**src/rtl/mic_map.vh**
```
`ifndef MIC_MAP_VH
`define MIC_MAP_VH

// ********************************************************
// register indices; byte address is four times the index
// ********************************************************
`define MIC_IDX_TCTL      8'h88
`define MIC_IDX_XFLG      8'h91
`define MIC_IDX_SCTL      8'h98
`define MIC_IDX_ENA       8'ha8
`define MIC_IDX_PRI       8'hb8
`define MIC_IDX_TACC      8'hc7
`define MIC_IDX_T2STAT    8'hc9
`define MIC_IDX_WDCTL     8'hd8
`define MIC_IDX_XENA      8'he8
`define MIC_IDX_XPRI      8'hf8
`define MIC_IDX_STATUS    8'h01

// ********************************************************
// reset values
// ********************************************************
`define MIC_RST_BYTE      8'h00

// ********************************************************
// field positions
// ********************************************************
`define MIC_TCTL_SNS0     0
`define MIC_TCTL_FLG0     1
`define MIC_TCTL_SNS1     2
`define MIC_TCTL_FLG1     3
`define MIC_TCTL_RUN0     4
`define MIC_TCTL_OVF0     5
`define MIC_TCTL_RUN1     6
`define MIC_TCTL_OVF1     7
`define MIC_SCTL_RX       0
`define MIC_SCTL_TX       1
`define MIC_XFLG_EXT2     0
`define MIC_XFLG_EXT3     1
`define MIC_XFLG_NET      3
`define MIC_WDCTL_IRQ     3
`define MIC_ENA_GLOBAL    7
`define MIC_ENA_MASK      8'hbf
`define MIC_PRI_MASK      8'h3f
`define MIC_EXT_MASK      8'h1f
`define MIC_XFLG_MASK     8'h0f
`define MIC_WDCTL_MASK    8'h0f

// ********************************************************
// timed access unlock keys
// ********************************************************
`define MIC_TACC_KEY1     8'haa
`define MIC_TACC_KEY2     8'h55

// ********************************************************
// source numbers in natural order and their vectors
// ********************************************************
`define MIC_SRC_EXT0      4'h0
`define MIC_SRC_TMR0      4'h1
`define MIC_SRC_EXT1      4'h2
`define MIC_SRC_TMR1      4'h3
`define MIC_VEC_EXT0      8'h03
`define MIC_VEC_TMR0      8'h0b
`define MIC_VEC_EXT1      8'h13
`define MIC_VEC_TMR1      8'h1b
`define MIC_VEC_UART      8'h23
`define MIC_VEC_TMR2      8'h2b
`define MIC_VEC_EXT2      8'h43
`define MIC_VEC_EXT3      8'h4b
`define MIC_VEC_NET       8'h5b
`define MIC_VEC_WDOG      8'h63

`endif

```
**src/rtl/mic_edge_det.v**
```verilog
`timescale 1ns/10ps
// falling-edge detector, one stage per active-low request input
module mic_edge_det #(
	parameter N = 5
) (
	input  wire         clk,
	input  wire         rst,
	input  wire [N-1:0] pin_n,
	output wire [N-1:0] fall
);
	reg [N-1:0] prev_q;
	genvar i;
	generate
		for (i = 0; i < N; i = i + 1) begin : g_bit
			// idle level is high, so reset to one avoids a false edge
			always @(posedge clk or posedge rst) begin
				if (rst) begin
					prev_q[i] <= 1'b1;
				end else begin
					prev_q[i] <= pin_n[i];
				end
			end
			assign fall[i] = prev_q[i] & ~pin_n[i];
		end
	endgenerate
endmodule

```
**src/rtl/mic_prio.v**
```verilog
`timescale 1ns/10ps
// picks the lowest-numbered pending source of the high group,
// else the lowest-numbered pending source of the low group
module mic_prio #(
	parameter N = 10
) (
	input  wire [N-1:0] pend,
	input  wire [N-1:0] hi,
	output reg          valid,
	output reg  [3:0]   idx,
	output reg          is_hi
);
	integer i;
	reg     found_hi;
	reg     found_lo;
	reg [3:0] idx_hi;
	reg [3:0] idx_lo;
	always @* begin
		found_hi = 1'b0;
		found_lo = 1'b0;
		idx_hi   = 4'h0;
		idx_lo   = 4'h0;
		for (i = N - 1; i >= 0; i = i - 1) begin
			if (pend[i] & hi[i]) begin
				found_hi = 1'b1;
				idx_hi   = i[3:0];
			end
			if (pend[i] & ~hi[i]) begin
				found_lo = 1'b1;
				idx_lo   = i[3:0];
			end
		end
		valid = found_hi | found_lo;
		is_hi = found_hi;
		idx   = found_hi ? idx_hi : idx_lo;
	end
endmodule

```
**src/rtl/mic_top.v**
```verilog
// Function
// - two priority levels; priority bit 1 puts a source in the high group
// - every request input is sampled on the rising clock edge
// - ext2, ext3, network requests set flags on falling edge; ext0/1 selectable
// - fixed vectors 03..63 in natural order ext0 first, watchdog last
// - ext0, ext1 (edge mode only), timer0, timer1 flags cleared by hardware on vectoring
// - each source gated by its own enable bit
// - enable bit 7 is the global enable
// - enable bits 5..0: timer2, uart, timer1, ext1, timer0, ext0; bit 6 unused
// - software writes to flags act like hardware, except level-mode ext0/1
// - level-mode ext0/ext1 flag follows its pin
// - sense selects at timer control bits 0 and 2; 1 means falling edge
// - timer control flags at bits 7,5,3,1; run bits at 6 and 4
// - priority bits 5..0 for timer2, uart, timer1, ext1, timer0, ext0
// - extended enable: watchdog 4, network 3, reserved 2, ext3 1, ext2 0
// - extended priority: watchdog 4, network 3, reserved 2, ext3 1, ext2 0
// - extended flags: network 3, reserved 2, ext3 1, ext2 0; upper unused
// - uart tx-done bit 1 and rx-done bit 0 share the uart request
// - watchdog flag at bit 3; software setting it raises a request
// - timed access register unlocks writes to watchdog control
//
// Our own choice: the APB interface to the registers.
`timescale 1ns/10ps
`include "mic_map.vh"
module mic_top (
	input  wire        CLOCK,
	input  wire        RESET,
	input  wire        PSEL,
	input  wire        PENABLE,
	input  wire        PWRITE,
	input  wire [9:0]  PADDR,
	input  wire [31:0] PWDATA,
	output wire [31:0] PRDATA,
	output wire        PREADY,
	output wire        PSLVERR,
	input  wire        EXT_IRQ0_PIN_N,
	input  wire        EXT_IRQ1_PIN_N,
	input  wire        EXT_IRQ2_PIN_N,
	input  wire        EXT_IRQ3_PIN_N,
	input  wire        NET_ENGINE_REQUEST_N,
	input  wire        TIMER0_OVF_EVT,
	input  wire        TIMER1_OVF_EVT,
	input  wire        TIMER2_EVT,
	input  wire        UART_TX_DONE_EVT,
	input  wire        UART_RX_DONE_EVT,
	input  wire        WATCHDOG_EVT,
	input  wire        IRQ_ACK,
	input  wire        IRQ_RETI,
	output wire        IRQ_REQ,
	output wire [7:0]  IRQ_VECTOR,
	output wire        TIMER0_RUN,
	output wire        TIMER1_RUN,
	output wire [5:0]  SERIAL_MODE,
	output wire [2:0]  WDOG_CTRL
);
	localparam NSRC = 10;

	localparam TACC_IDLE = 2'b00;
	localparam TACC_KEY  = 2'b01;
	localparam TACC_OPEN = 2'b10;

	// ********************************************************
	// registers
	// ********************************************************
	reg  [7:0]      tctl_q;
	reg  [7:0]      tctl_d;
	reg  [7:0]      sctl_q;
	reg  [7:0]      sctl_d;
	reg  [7:0]      xflg_q;
	reg  [7:0]      xflg_d;
	reg  [7:0]      wdctl_q;
	reg  [7:0]      wdctl_d;
	reg             t2flag_q;
	reg             t2flag_d;
	reg  [7:0]      ena_q;
	reg  [7:0]      pri_q;
	reg  [7:0]      xena_q;
	reg  [7:0]      xpri_q;
	reg  [1:0]      tacc_q;
	reg  [1:0]      tacc_d;
	reg  [31:0]     rdata_q;
	reg  [7:0]      rd_byte;
	reg             rd_hit;
	reg             req_q;
	reg  [7:0]      vec_q;
	reg  [3:0]      src_q;
	reg             srchi_q;
	reg             hi_busy_q;
	reg             lo_busy_q;

	wire [7:0]      idx;
	wire            wr;
	wire            setup;
	wire [7:0]      wbyte;
	wire [4:0]      fall;
	wire [NSRC-1:0] pend;
	wire [NSRC-1:0] hi;
	wire            win_valid;
	wire [3:0]      win_idx;
	wire            win_hi;
	wire            grant_ok;
	wire            ack;

	// ********************************************************
	// bus slave: zero wait states, read data captured at setup
	// ********************************************************
	assign idx     = PADDR[9:2];
	assign setup   = PSEL & ~PENABLE;
	assign wr      = PSEL & PENABLE & PWRITE;
	assign wbyte   = PWDATA[7:0];
	assign PREADY  = 1'b1;
	assign PSLVERR = PSEL & PENABLE & ~rd_hit;
	assign PRDATA  = rdata_q;

	always @* begin
		rd_hit  = 1'b1;
		rd_byte = 8'h00;
		case (idx)
			`MIC_IDX_TCTL:   rd_byte = tctl_q;
			`MIC_IDX_XFLG:   rd_byte = xflg_q;
			`MIC_IDX_SCTL:   rd_byte = sctl_q;
			`MIC_IDX_ENA:    rd_byte = ena_q;
			`MIC_IDX_PRI:    rd_byte = pri_q;
			`MIC_IDX_TACC:   rd_byte = 8'h00;
			`MIC_IDX_T2STAT: rd_byte = {7'h00, t2flag_q};
			`MIC_IDX_WDCTL:  rd_byte = wdctl_q;
			`MIC_IDX_XENA:   rd_byte = xena_q;
			`MIC_IDX_XPRI:   rd_byte = xpri_q;
			`MIC_IDX_STATUS: rd_byte = {lo_busy_q, hi_busy_q, srchi_q, req_q, src_q};
			default:         rd_hit  = 1'b0;
		endcase
	end

	always @(posedge CLOCK or posedge RESET) begin
		if (RESET) begin
			rdata_q <= 32'h00000000;
		end else if (setup & ~PWRITE) begin
			rdata_q <= {24'h000000, rd_byte};
		end
	end

	// ********************************************************
	// request sampling
	// ********************************************************
	mic_edge_det #(
		.N (5)
	) u_edge (
		.clk   (CLOCK),
		.rst   (RESET),
		.pin_n ({NET_ENGINE_REQUEST_N, EXT_IRQ3_PIN_N, EXT_IRQ2_PIN_N,
			EXT_IRQ1_PIN_N, EXT_IRQ0_PIN_N}),
		.fall  (fall)
	);

	assign ack = IRQ_ACK & req_q;

	// ********************************************************
	// timer control: flags, run bits, sense selects
	// ********************************************************
	always @* begin
		tctl_d = tctl_q;
		if (ack & (src_q == `MIC_SRC_EXT0)) begin
			tctl_d[`MIC_TCTL_FLG0] = 1'b0;
		end
		if (ack & (src_q == `MIC_SRC_TMR0)) begin
			tctl_d[`MIC_TCTL_OVF0] = 1'b0;
		end
		if (ack & (src_q == `MIC_SRC_EXT1)) begin
			tctl_d[`MIC_TCTL_FLG1] = 1'b0;
		end
		if (ack & (src_q == `MIC_SRC_TMR1)) begin
			tctl_d[`MIC_TCTL_OVF1] = 1'b0;
		end
		if (wr & (idx == `MIC_IDX_TCTL)) begin
			tctl_d = wbyte;
		end
		// hardware set wins over any clear in the same cycle
		if (TIMER0_OVF_EVT) begin
			tctl_d[`MIC_TCTL_OVF0] = 1'b1;
		end
		if (TIMER1_OVF_EVT) begin
			tctl_d[`MIC_TCTL_OVF1] = 1'b1;
		end
		if (tctl_d[`MIC_TCTL_SNS0] & fall[0]) begin
			tctl_d[`MIC_TCTL_FLG0] = 1'b1;
		end
		if (tctl_d[`MIC_TCTL_SNS1] & fall[1]) begin
			tctl_d[`MIC_TCTL_FLG1] = 1'b1;
		end
		// level mode: flag tracks the pin, writes and vectoring ignored
		if (~tctl_d[`MIC_TCTL_SNS0]) begin
			tctl_d[`MIC_TCTL_FLG0] = ~EXT_IRQ0_PIN_N;
		end
		if (~tctl_d[`MIC_TCTL_SNS1]) begin
			tctl_d[`MIC_TCTL_FLG1] = ~EXT_IRQ1_PIN_N;
		end
	end

	// ********************************************************
	// software-cleared flags
	// ********************************************************
	always @* begin
		sctl_d = sctl_q;
		if (wr & (idx == `MIC_IDX_SCTL)) begin
			sctl_d = wbyte;
		end
		if (UART_TX_DONE_EVT) begin
			sctl_d[`MIC_SCTL_TX] = 1'b1;
		end
		if (UART_RX_DONE_EVT) begin
			sctl_d[`MIC_SCTL_RX] = 1'b1;
		end
	end

	always @* begin
		xflg_d = xflg_q;
		if (wr & (idx == `MIC_IDX_XFLG)) begin
			xflg_d = wbyte & `MIC_XFLG_MASK;
		end
		if (fall[2]) begin
			xflg_d[`MIC_XFLG_EXT2] = 1'b1;
		end
		if (fall[3]) begin
			xflg_d[`MIC_XFLG_EXT3] = 1'b1;
		end
		if (fall[4]) begin
			xflg_d[`MIC_XFLG_NET] = 1'b1;
		end
	end

	always @* begin
		t2flag_d = t2flag_q;
		if (wr & (idx == `MIC_IDX_T2STAT)) begin
			t2flag_d = wbyte[0];
		end
		if (TIMER2_EVT) begin
			t2flag_d = 1'b1;
		end
	end

	// ********************************************************
	// timed access: key1 then key2 opens one watchdog write
	// ********************************************************
	always @* begin
		tacc_d = tacc_q;
		if (wr) begin
			case (tacc_q)
				TACC_IDLE: begin
					if ((idx == `MIC_IDX_TACC) & (wbyte == `MIC_TACC_KEY1)) begin
						tacc_d = TACC_KEY;
					end
				end
				TACC_KEY: begin
					if ((idx == `MIC_IDX_TACC) & (wbyte == `MIC_TACC_KEY2)) begin
						tacc_d = TACC_OPEN;
					end else if ((idx == `MIC_IDX_TACC) & (wbyte == `MIC_TACC_KEY1)) begin
						tacc_d = TACC_KEY;
					end else begin
						tacc_d = TACC_IDLE;
					end
				end
				TACC_OPEN: tacc_d = TACC_IDLE;
				default:   tacc_d = TACC_IDLE;
			endcase
		end
	end

	always @* begin
		wdctl_d = wdctl_q;
		// unlocked write only; a locked write is dropped silently
		if (wr & (idx == `MIC_IDX_WDCTL) & (tacc_q == TACC_OPEN)) begin
			wdctl_d = wbyte & `MIC_WDCTL_MASK;
		end
		if (WATCHDOG_EVT) begin
			wdctl_d[`MIC_WDCTL_IRQ] = 1'b1;
		end
	end

	always @(posedge CLOCK or posedge RESET) begin
		if (RESET) begin
			tctl_q   <= `MIC_RST_BYTE;
			sctl_q   <= `MIC_RST_BYTE;
			xflg_q   <= `MIC_RST_BYTE;
			wdctl_q  <= `MIC_RST_BYTE;
			t2flag_q <= 1'b0;
			tacc_q   <= TACC_IDLE;
			ena_q    <= `MIC_RST_BYTE;
			pri_q    <= `MIC_RST_BYTE;
			xena_q   <= `MIC_RST_BYTE;
			xpri_q   <= `MIC_RST_BYTE;
		end else begin
			tctl_q   <= tctl_d;
			sctl_q   <= sctl_d;
			xflg_q   <= xflg_d;
			wdctl_q  <= wdctl_d;
			t2flag_q <= t2flag_d;
			tacc_q   <= tacc_d;
			if (wr & (idx == `MIC_IDX_ENA)) begin
				ena_q <= wbyte & `MIC_ENA_MASK;
			end
			if (wr & (idx == `MIC_IDX_PRI)) begin
				pri_q <= wbyte & `MIC_PRI_MASK;
			end
			if (wr & (idx == `MIC_IDX_XENA)) begin
				xena_q <= wbyte & `MIC_EXT_MASK;
			end
			if (wr & (idx == `MIC_IDX_XPRI)) begin
				xpri_q <= wbyte & `MIC_EXT_MASK;
			end
		end
	end

	// ********************************************************
	// pending sources in natural order
	// ********************************************************
	// reserved bit 2 of the extended registers is stored but never raises a request
	assign pend = {NSRC{ena_q[`MIC_ENA_GLOBAL]}} & {
		wdctl_q[`MIC_WDCTL_IRQ] & xena_q[4],
		xflg_q[`MIC_XFLG_NET] & xena_q[3],
		xflg_q[`MIC_XFLG_EXT3] & xena_q[1],
		xflg_q[`MIC_XFLG_EXT2] & xena_q[0],
		t2flag_q & ena_q[5],
		(sctl_q[`MIC_SCTL_TX] | sctl_q[`MIC_SCTL_RX]) & ena_q[4],
		tctl_q[`MIC_TCTL_OVF1] & ena_q[3],
		tctl_q[`MIC_TCTL_FLG1] & ena_q[2],
		tctl_q[`MIC_TCTL_OVF0] & ena_q[1],
		tctl_q[`MIC_TCTL_FLG0] & ena_q[0]};

	assign hi = {xpri_q[4], xpri_q[3], xpri_q[1], xpri_q[0], pri_q[5:0]};

	mic_prio #(
		.N (NSRC)
	) u_prio (
		.pend  (pend),
		.hi    (hi),
		.valid (win_valid),
		.idx   (win_idx),
		.is_hi (win_hi)
	);

	// high may interrupt low service; nothing interrupts high service
	assign grant_ok = win_valid & (win_hi ? ~hi_busy_q : ~(hi_busy_q | lo_busy_q));

	function [7:0] vec_of;
		input [3:0] s;
		begin
			case (s)
				4'h0:    vec_of = `MIC_VEC_EXT0;
				4'h1:    vec_of = `MIC_VEC_TMR0;
				4'h2:    vec_of = `MIC_VEC_EXT1;
				4'h3:    vec_of = `MIC_VEC_TMR1;
				4'h4:    vec_of = `MIC_VEC_UART;
				4'h5:    vec_of = `MIC_VEC_TMR2;
				4'h6:    vec_of = `MIC_VEC_EXT2;
				4'h7:    vec_of = `MIC_VEC_EXT3;
				4'h8:    vec_of = `MIC_VEC_NET;
				default: vec_of = `MIC_VEC_WDOG;
			endcase
		end
	endfunction

	// ********************************************************
	// request to the core and service nesting
	// ********************************************************
	// request drops for one cycle after each acknowledge so the
	// cleared flag and new service level are seen before the next pick
	always @(posedge CLOCK or posedge RESET) begin
		if (RESET) begin
			req_q     <= 1'b0;
			vec_q     <= 8'h00;
			src_q     <= 4'h0;
			srchi_q   <= 1'b0;
			hi_busy_q <= 1'b0;
			lo_busy_q <= 1'b0;
		end else begin
			req_q <= grant_ok & ~ack;
			if (grant_ok & ~ack) begin
				vec_q   <= vec_of(win_idx);
				src_q   <= win_idx;
				srchi_q <= win_hi;
			end
			if (ack & srchi_q) begin
				hi_busy_q <= 1'b1;
			end else if (IRQ_RETI & hi_busy_q) begin
				hi_busy_q <= 1'b0;
			end
			if (ack & ~srchi_q) begin
				lo_busy_q <= 1'b1;
			end else if (IRQ_RETI & ~hi_busy_q) begin
				lo_busy_q <= 1'b0;
			end
		end
	end

	assign IRQ_REQ     = req_q;
	assign IRQ_VECTOR  = vec_q;
	assign TIMER0_RUN  = tctl_q[`MIC_TCTL_RUN0];
	assign TIMER1_RUN  = tctl_q[`MIC_TCTL_RUN1];
	assign SERIAL_MODE = sctl_q[7:2];
	assign WDOG_CTRL   = wdctl_q[2:0];
endmodule

```
**config.mk**
```make
export PLATFORM = sky130hd
export DESIGN_NAME = mic_top
export DESIGN_NICKNAME = d
export VERILOG_FILES = /design/src/rtl/mic_edge_det.v /design/src/rtl/mic_prio.v /design/src/rtl/mic_top.v
export VERILOG_INCLUDE_DIRS = /design/src /design/src/rtl
export SDC_FILE = /design/constraint.sdc
export NUM_CORES = 1
export LEC_CHECK = 0
export ABC_AREA = 1
export ABC_CLOCK_PERIOD_IN_PS = 5350
export BUFFER_PORTS_ARGS = -buffer_cell sky130_fd_sc_hd__buf_2
export CORE_AREA = 5 5 176 93
export DETAILED_ROUTE_END_ITERATION = 10
export DIE_AREA = 0 0 181 98
export PLACE_DENSITY_LB_ADDON = 0.2
export SLEW_MARGIN = 15
export SYNTH_ARGS = -nofsm -noshare
export SYNTH_HDL_FRONTEND = slang
export SYNTH_SLANG_ARGS = --single-unit
```
**constraint.sdc**
```tcl
create_clock -name CLOCK -period 5.35 [get_ports CLOCK]
set_clock_uncertainty 0.05 [all_clocks]
set_input_delay 0.535 -clock CLOCK [delete_from_list [all_inputs] [get_ports CLOCK]]
set_output_delay 0.535 -clock CLOCK [all_outputs]
set_load 0.01 [all_outputs]
```
==> impl_metrics.json <==
{
  "start_util_pct": 28.97,
  "io_pins": 114,
  "num_vias": 3832,
  "area_growth_syn_to_layout_pct": 15.06,
  "dieHeight_um": 98,
  "hold_buffers": 0,
  "finish.net_count": 659,
  "dieArea_um2": 17740,
  "cts_root_buffer": "clkbuf_16",
  "cts_max_level": 3,
  "powerDensity_nw_per_um2": 270.2,
  "path_depth": 8,
  "grt_use_total_pct": 15.79,
  "period_needed_ns": 2.587,
  "relSlewSlack_pct": 34.42,
  "reg2reg_from": "ena_q[7]",
  "p_clk_share_pct": 49.1,
  "crit_chain": "buf_2, nor2_1, nand3_2, nor3_1, inv_1, nand3_1, nor4_1, buf_2",
  "firstDrtPassIters": 4,
  "pwr-share-seq_pct": 44.6,
  "r2r_end": "IRQ_VECTOR[5]",
  "drive_above_1_share_pct": 18.87,
  "drc": 0,
  "grt_max_degree": 77,
  "cts.path.max_buffers": 2,
  "end_kind": "output port",
  "worstSkewPairLatency_ns": 0.34,
  "grt_pass1_wl_um": 21580,
  "crit_type": "in -> out",
  "fin_tns_setup_ns": 0,
  "worst-path-buf-inv": 3,
  "worst-r2r-cell-count": 12,
  "cts.clk_slew.worst_paths_ns": 0.06,
  "ctsResizeCount": 0,
  "clkSinkCount": 76,
  "dr.first_iter.drc_count": 308,
  "core_area_um2": 14850,
  "path_max_fanout": 5,
  "r2r_slack_ns": 2.95,
  "place_congestion": 0.9019,
  "pwr-share-comb_pct": 6.3,
  "synth_area_leaders": "dfrtp_1 41%, nand2_1 12%, o21ai_0 7.2%",
  "grt_pass1_vias": 3758,
  "crit_family": "simple AND/OR/NAND/NOR gates",
  "yosysMostFrequentCell": "nand2_1",
  "status": "finished clean",
  "ys_ff_latch": 76,
  "finalPower_mw": 1.338,
  "async_flop_share_pct": 100.0,
  "viasPerCell": 4.743,
  "yosysUniqueCellTypes": 42,
  "p_int_mw": 1.018,
  "crit_top_cell": "buf_2",
  "hold_violations": 0,
  "tightestPinTransition_ns": 0.9837,
  "netlist_area_um2": 4303,
  "ir_drop_uv": 117.5,
  "yosysWarnings": 0,
  "post-route-period-util_pct": 48.35,
  "slew_viol_final": 0,
  "clock.fmax_ghz": 0.3866,
  "die_width_um": 181,
  "drv_cap": 0,
  "wl_um": 13720,
  "ant_nets": 0,
  "grt_antenna_before_repair": 0,
  "cts_tree": "yes",
  "synth_top_area_share_pct": 41.29,
  "hold_class": "in -> reg",
  "p_switching_mw": 0.3195,
  "ys_seq_area_share_pct": 44.34,
  "portBuffers": 60,
  "syn_inst": 546,
  "num_rows": 32,
  "max_stage_delay_ns": 0.47,
  "cts_inserted_buffers": 9,
  "yosysTopAreaCell": "dfrtp_1",
  "wl_per_cell_um": 16.98,
  "num_antenna_cells": 0,
  "switching_share_pct": 23.88,
  "synth-edff-count": 0,
  "syn_avg_cell_area_um2": 7.881,
  "dpl.hpwl_um": 11010,
  "p_leak_nw": 2.510,
  "critPathSlowestCell": "nor3_1",
  "synth_common_cells": "133 x nand2_1, 71 x dfrtp_1, 67 x inv_1, 62 x o21ai_0, 37 x buf_4",
  "rsz0062_at_grt": "false",
  "grt.overflow.total": 0,
  "critPathLaunchType": "input pin",
  "crit_start": "PADDR[2]",
  "worst_ep_required_time_ns": 4.76,
  "cts_setup_buffers": 0,
  "fill_cells": 1591,
  "synth_flop_cell": "dfrtp_1",
  "critPathCapture": "PSLVERR",
  "finalSetupViolations": 0,
  "crit_arrival_ns": 2.00
}
cells in the final DEF (no fill, tap or decap), types with 2 or more instances in the layout:
cell	instances
o22ai_1	8
clkinv_2	2
inv_1	66
o21ai_0	62
dfrtp_1	71
nand4_1	21
bufinv_16	2
a22oi_1	2
nor3_1	4
nand2_1	133
clkbuf_16	9
nor2_1	33
nor4_1	6
clkinv_4	2
nor2_2	4
nand3_2	4
o21ai_1	6
o2111ai_1	3
conb_1	27
nand4_2	4
buf_2	60
a21oi_1	10
nand3_1	23
a221oi_1	4
inv_2	5
dfstp_2	5
a211oi_1	4
nor2_4	2
nand2_2	5
per-layer routing:
layer / track usage (%) / share of wire [%] / vias to the layer above
met5: 0 / 0 / -
met2: 20.19 / 37 / 126
li1: - / - / 1856
met4: 3.573 / 1.1 / 0
met1: 25.45 / 54 / 1837
met3: 4.652 / 7.6 / 13
state kept, by name, summed over array words and instances (netlist names), 2 cells and up:
name           cells
src_q              4
PRDATA             8
ena_q              7
xena_q             5
u_edge.prev_q      5
IRQ_VECTOR         5
sctl_q             8
xpri_q             5
pri_q              6
xflg_q             4
tctl_q             8
wdctl_q            4
tacc_q             2
layout make-up:
cell class | count | area [um2] | area share (%)
Timing Repair Buffer | 61 | 307.8 | 6.217
Clock inverter | 6 | 90.09 | 1.820
Tap cell | 204 | 255.2 | 5.155
Clock buffer | 10 | 229.0 | 4.625
Multi-Input combinational cell | 378 | 1883 | 38.03
Inverter | 73 | 277.8 | 5.610
Sequential cell | 76 | 1908 | 38.54
worst register-to-register path, stage by stage, from the launching register on:
cell and delay (ns):
dfrtp_1 0.86, nand4_1 0.38, nand2_1 0.17, nor2_1 0.09, nand3_2 0.07, nand2_1 0.06, nand2_2 0.07, nand2_4 0.07
inv_4 0.13, nand2_1 0.13, o21ai_1 0.14, nand2_1 0.07, nand2_1 0.05
per-stage QoR:
| step | area, um2 | setup WS (ns) | util (%) | instances | hold WS [ns] |
|---|---|---|---|---|---|
| 2_1_floorplan | 4397 | 2.835 | - | 571 | 0.4023 |
| 3_3_place_gp | 4632 | 2.785 | 31.18 | 792 | 0.4135 |
| 3_5_place_dp | 4632 | 2.797 | 31.18 | 792 | 0.4140 |
| 4_1_cts | 4951 | 2.786 | 33.33 | 808 | 0.2386 |
| 5_1_grt | 4951 | 2.621 | 33.33 | 808 | 0.2398 |
| 6_report | 4951 | 2.763 | 33.33 | 808 | 0.2509 |
logic make-up (layout without fill, tap and decap cells):
group	Yosys count	count (layout)	synth area share (%)
simple gates	247	247	27.80
buf+inv	117	150	14.07
compound gates	104	104	13.61
flops	76	76	44.34
other cells	2	27	0.1745
power groups by stage:
stage                     registers (mW)  clock network [mW]  logic [mW]
final                              0.596               0.657      0.0841
after CTS                          0.596               0.673      0.0843
after detailed placement           0.607                   0      0.0839
after global routing               0.597               0.694      0.0949
after global placement             0.606                   0      0.0826
after floorplan                    0.604                   0      0.0605
how the worst min path moves through the flow:
stage / from / endpoint / slack [ns] / cells after the start
3_5_place_dp: PRDATA[6] / PRDATA[6] / 0.41 / 2
2_1_floorplan: lo_busy_q / lo_busy_q / 0.40 / 2
5_1_grt: NET_ENGINE_REQUEST_N / u_edge.prev_q[4] / 0.24 / 1
3_3_place_gp: PRDATA[0] / PRDATA[0] / 0.41 / 2
4_1_cts: EXT_IRQ3_PIN_N / u_edge.prev_q[3] / 0.24 / 1
6_report: EXT_IRQ3_PIN_N / u_edge.prev_q[3] / 0.25 / 1
Power figures use the tool's default switching activity.
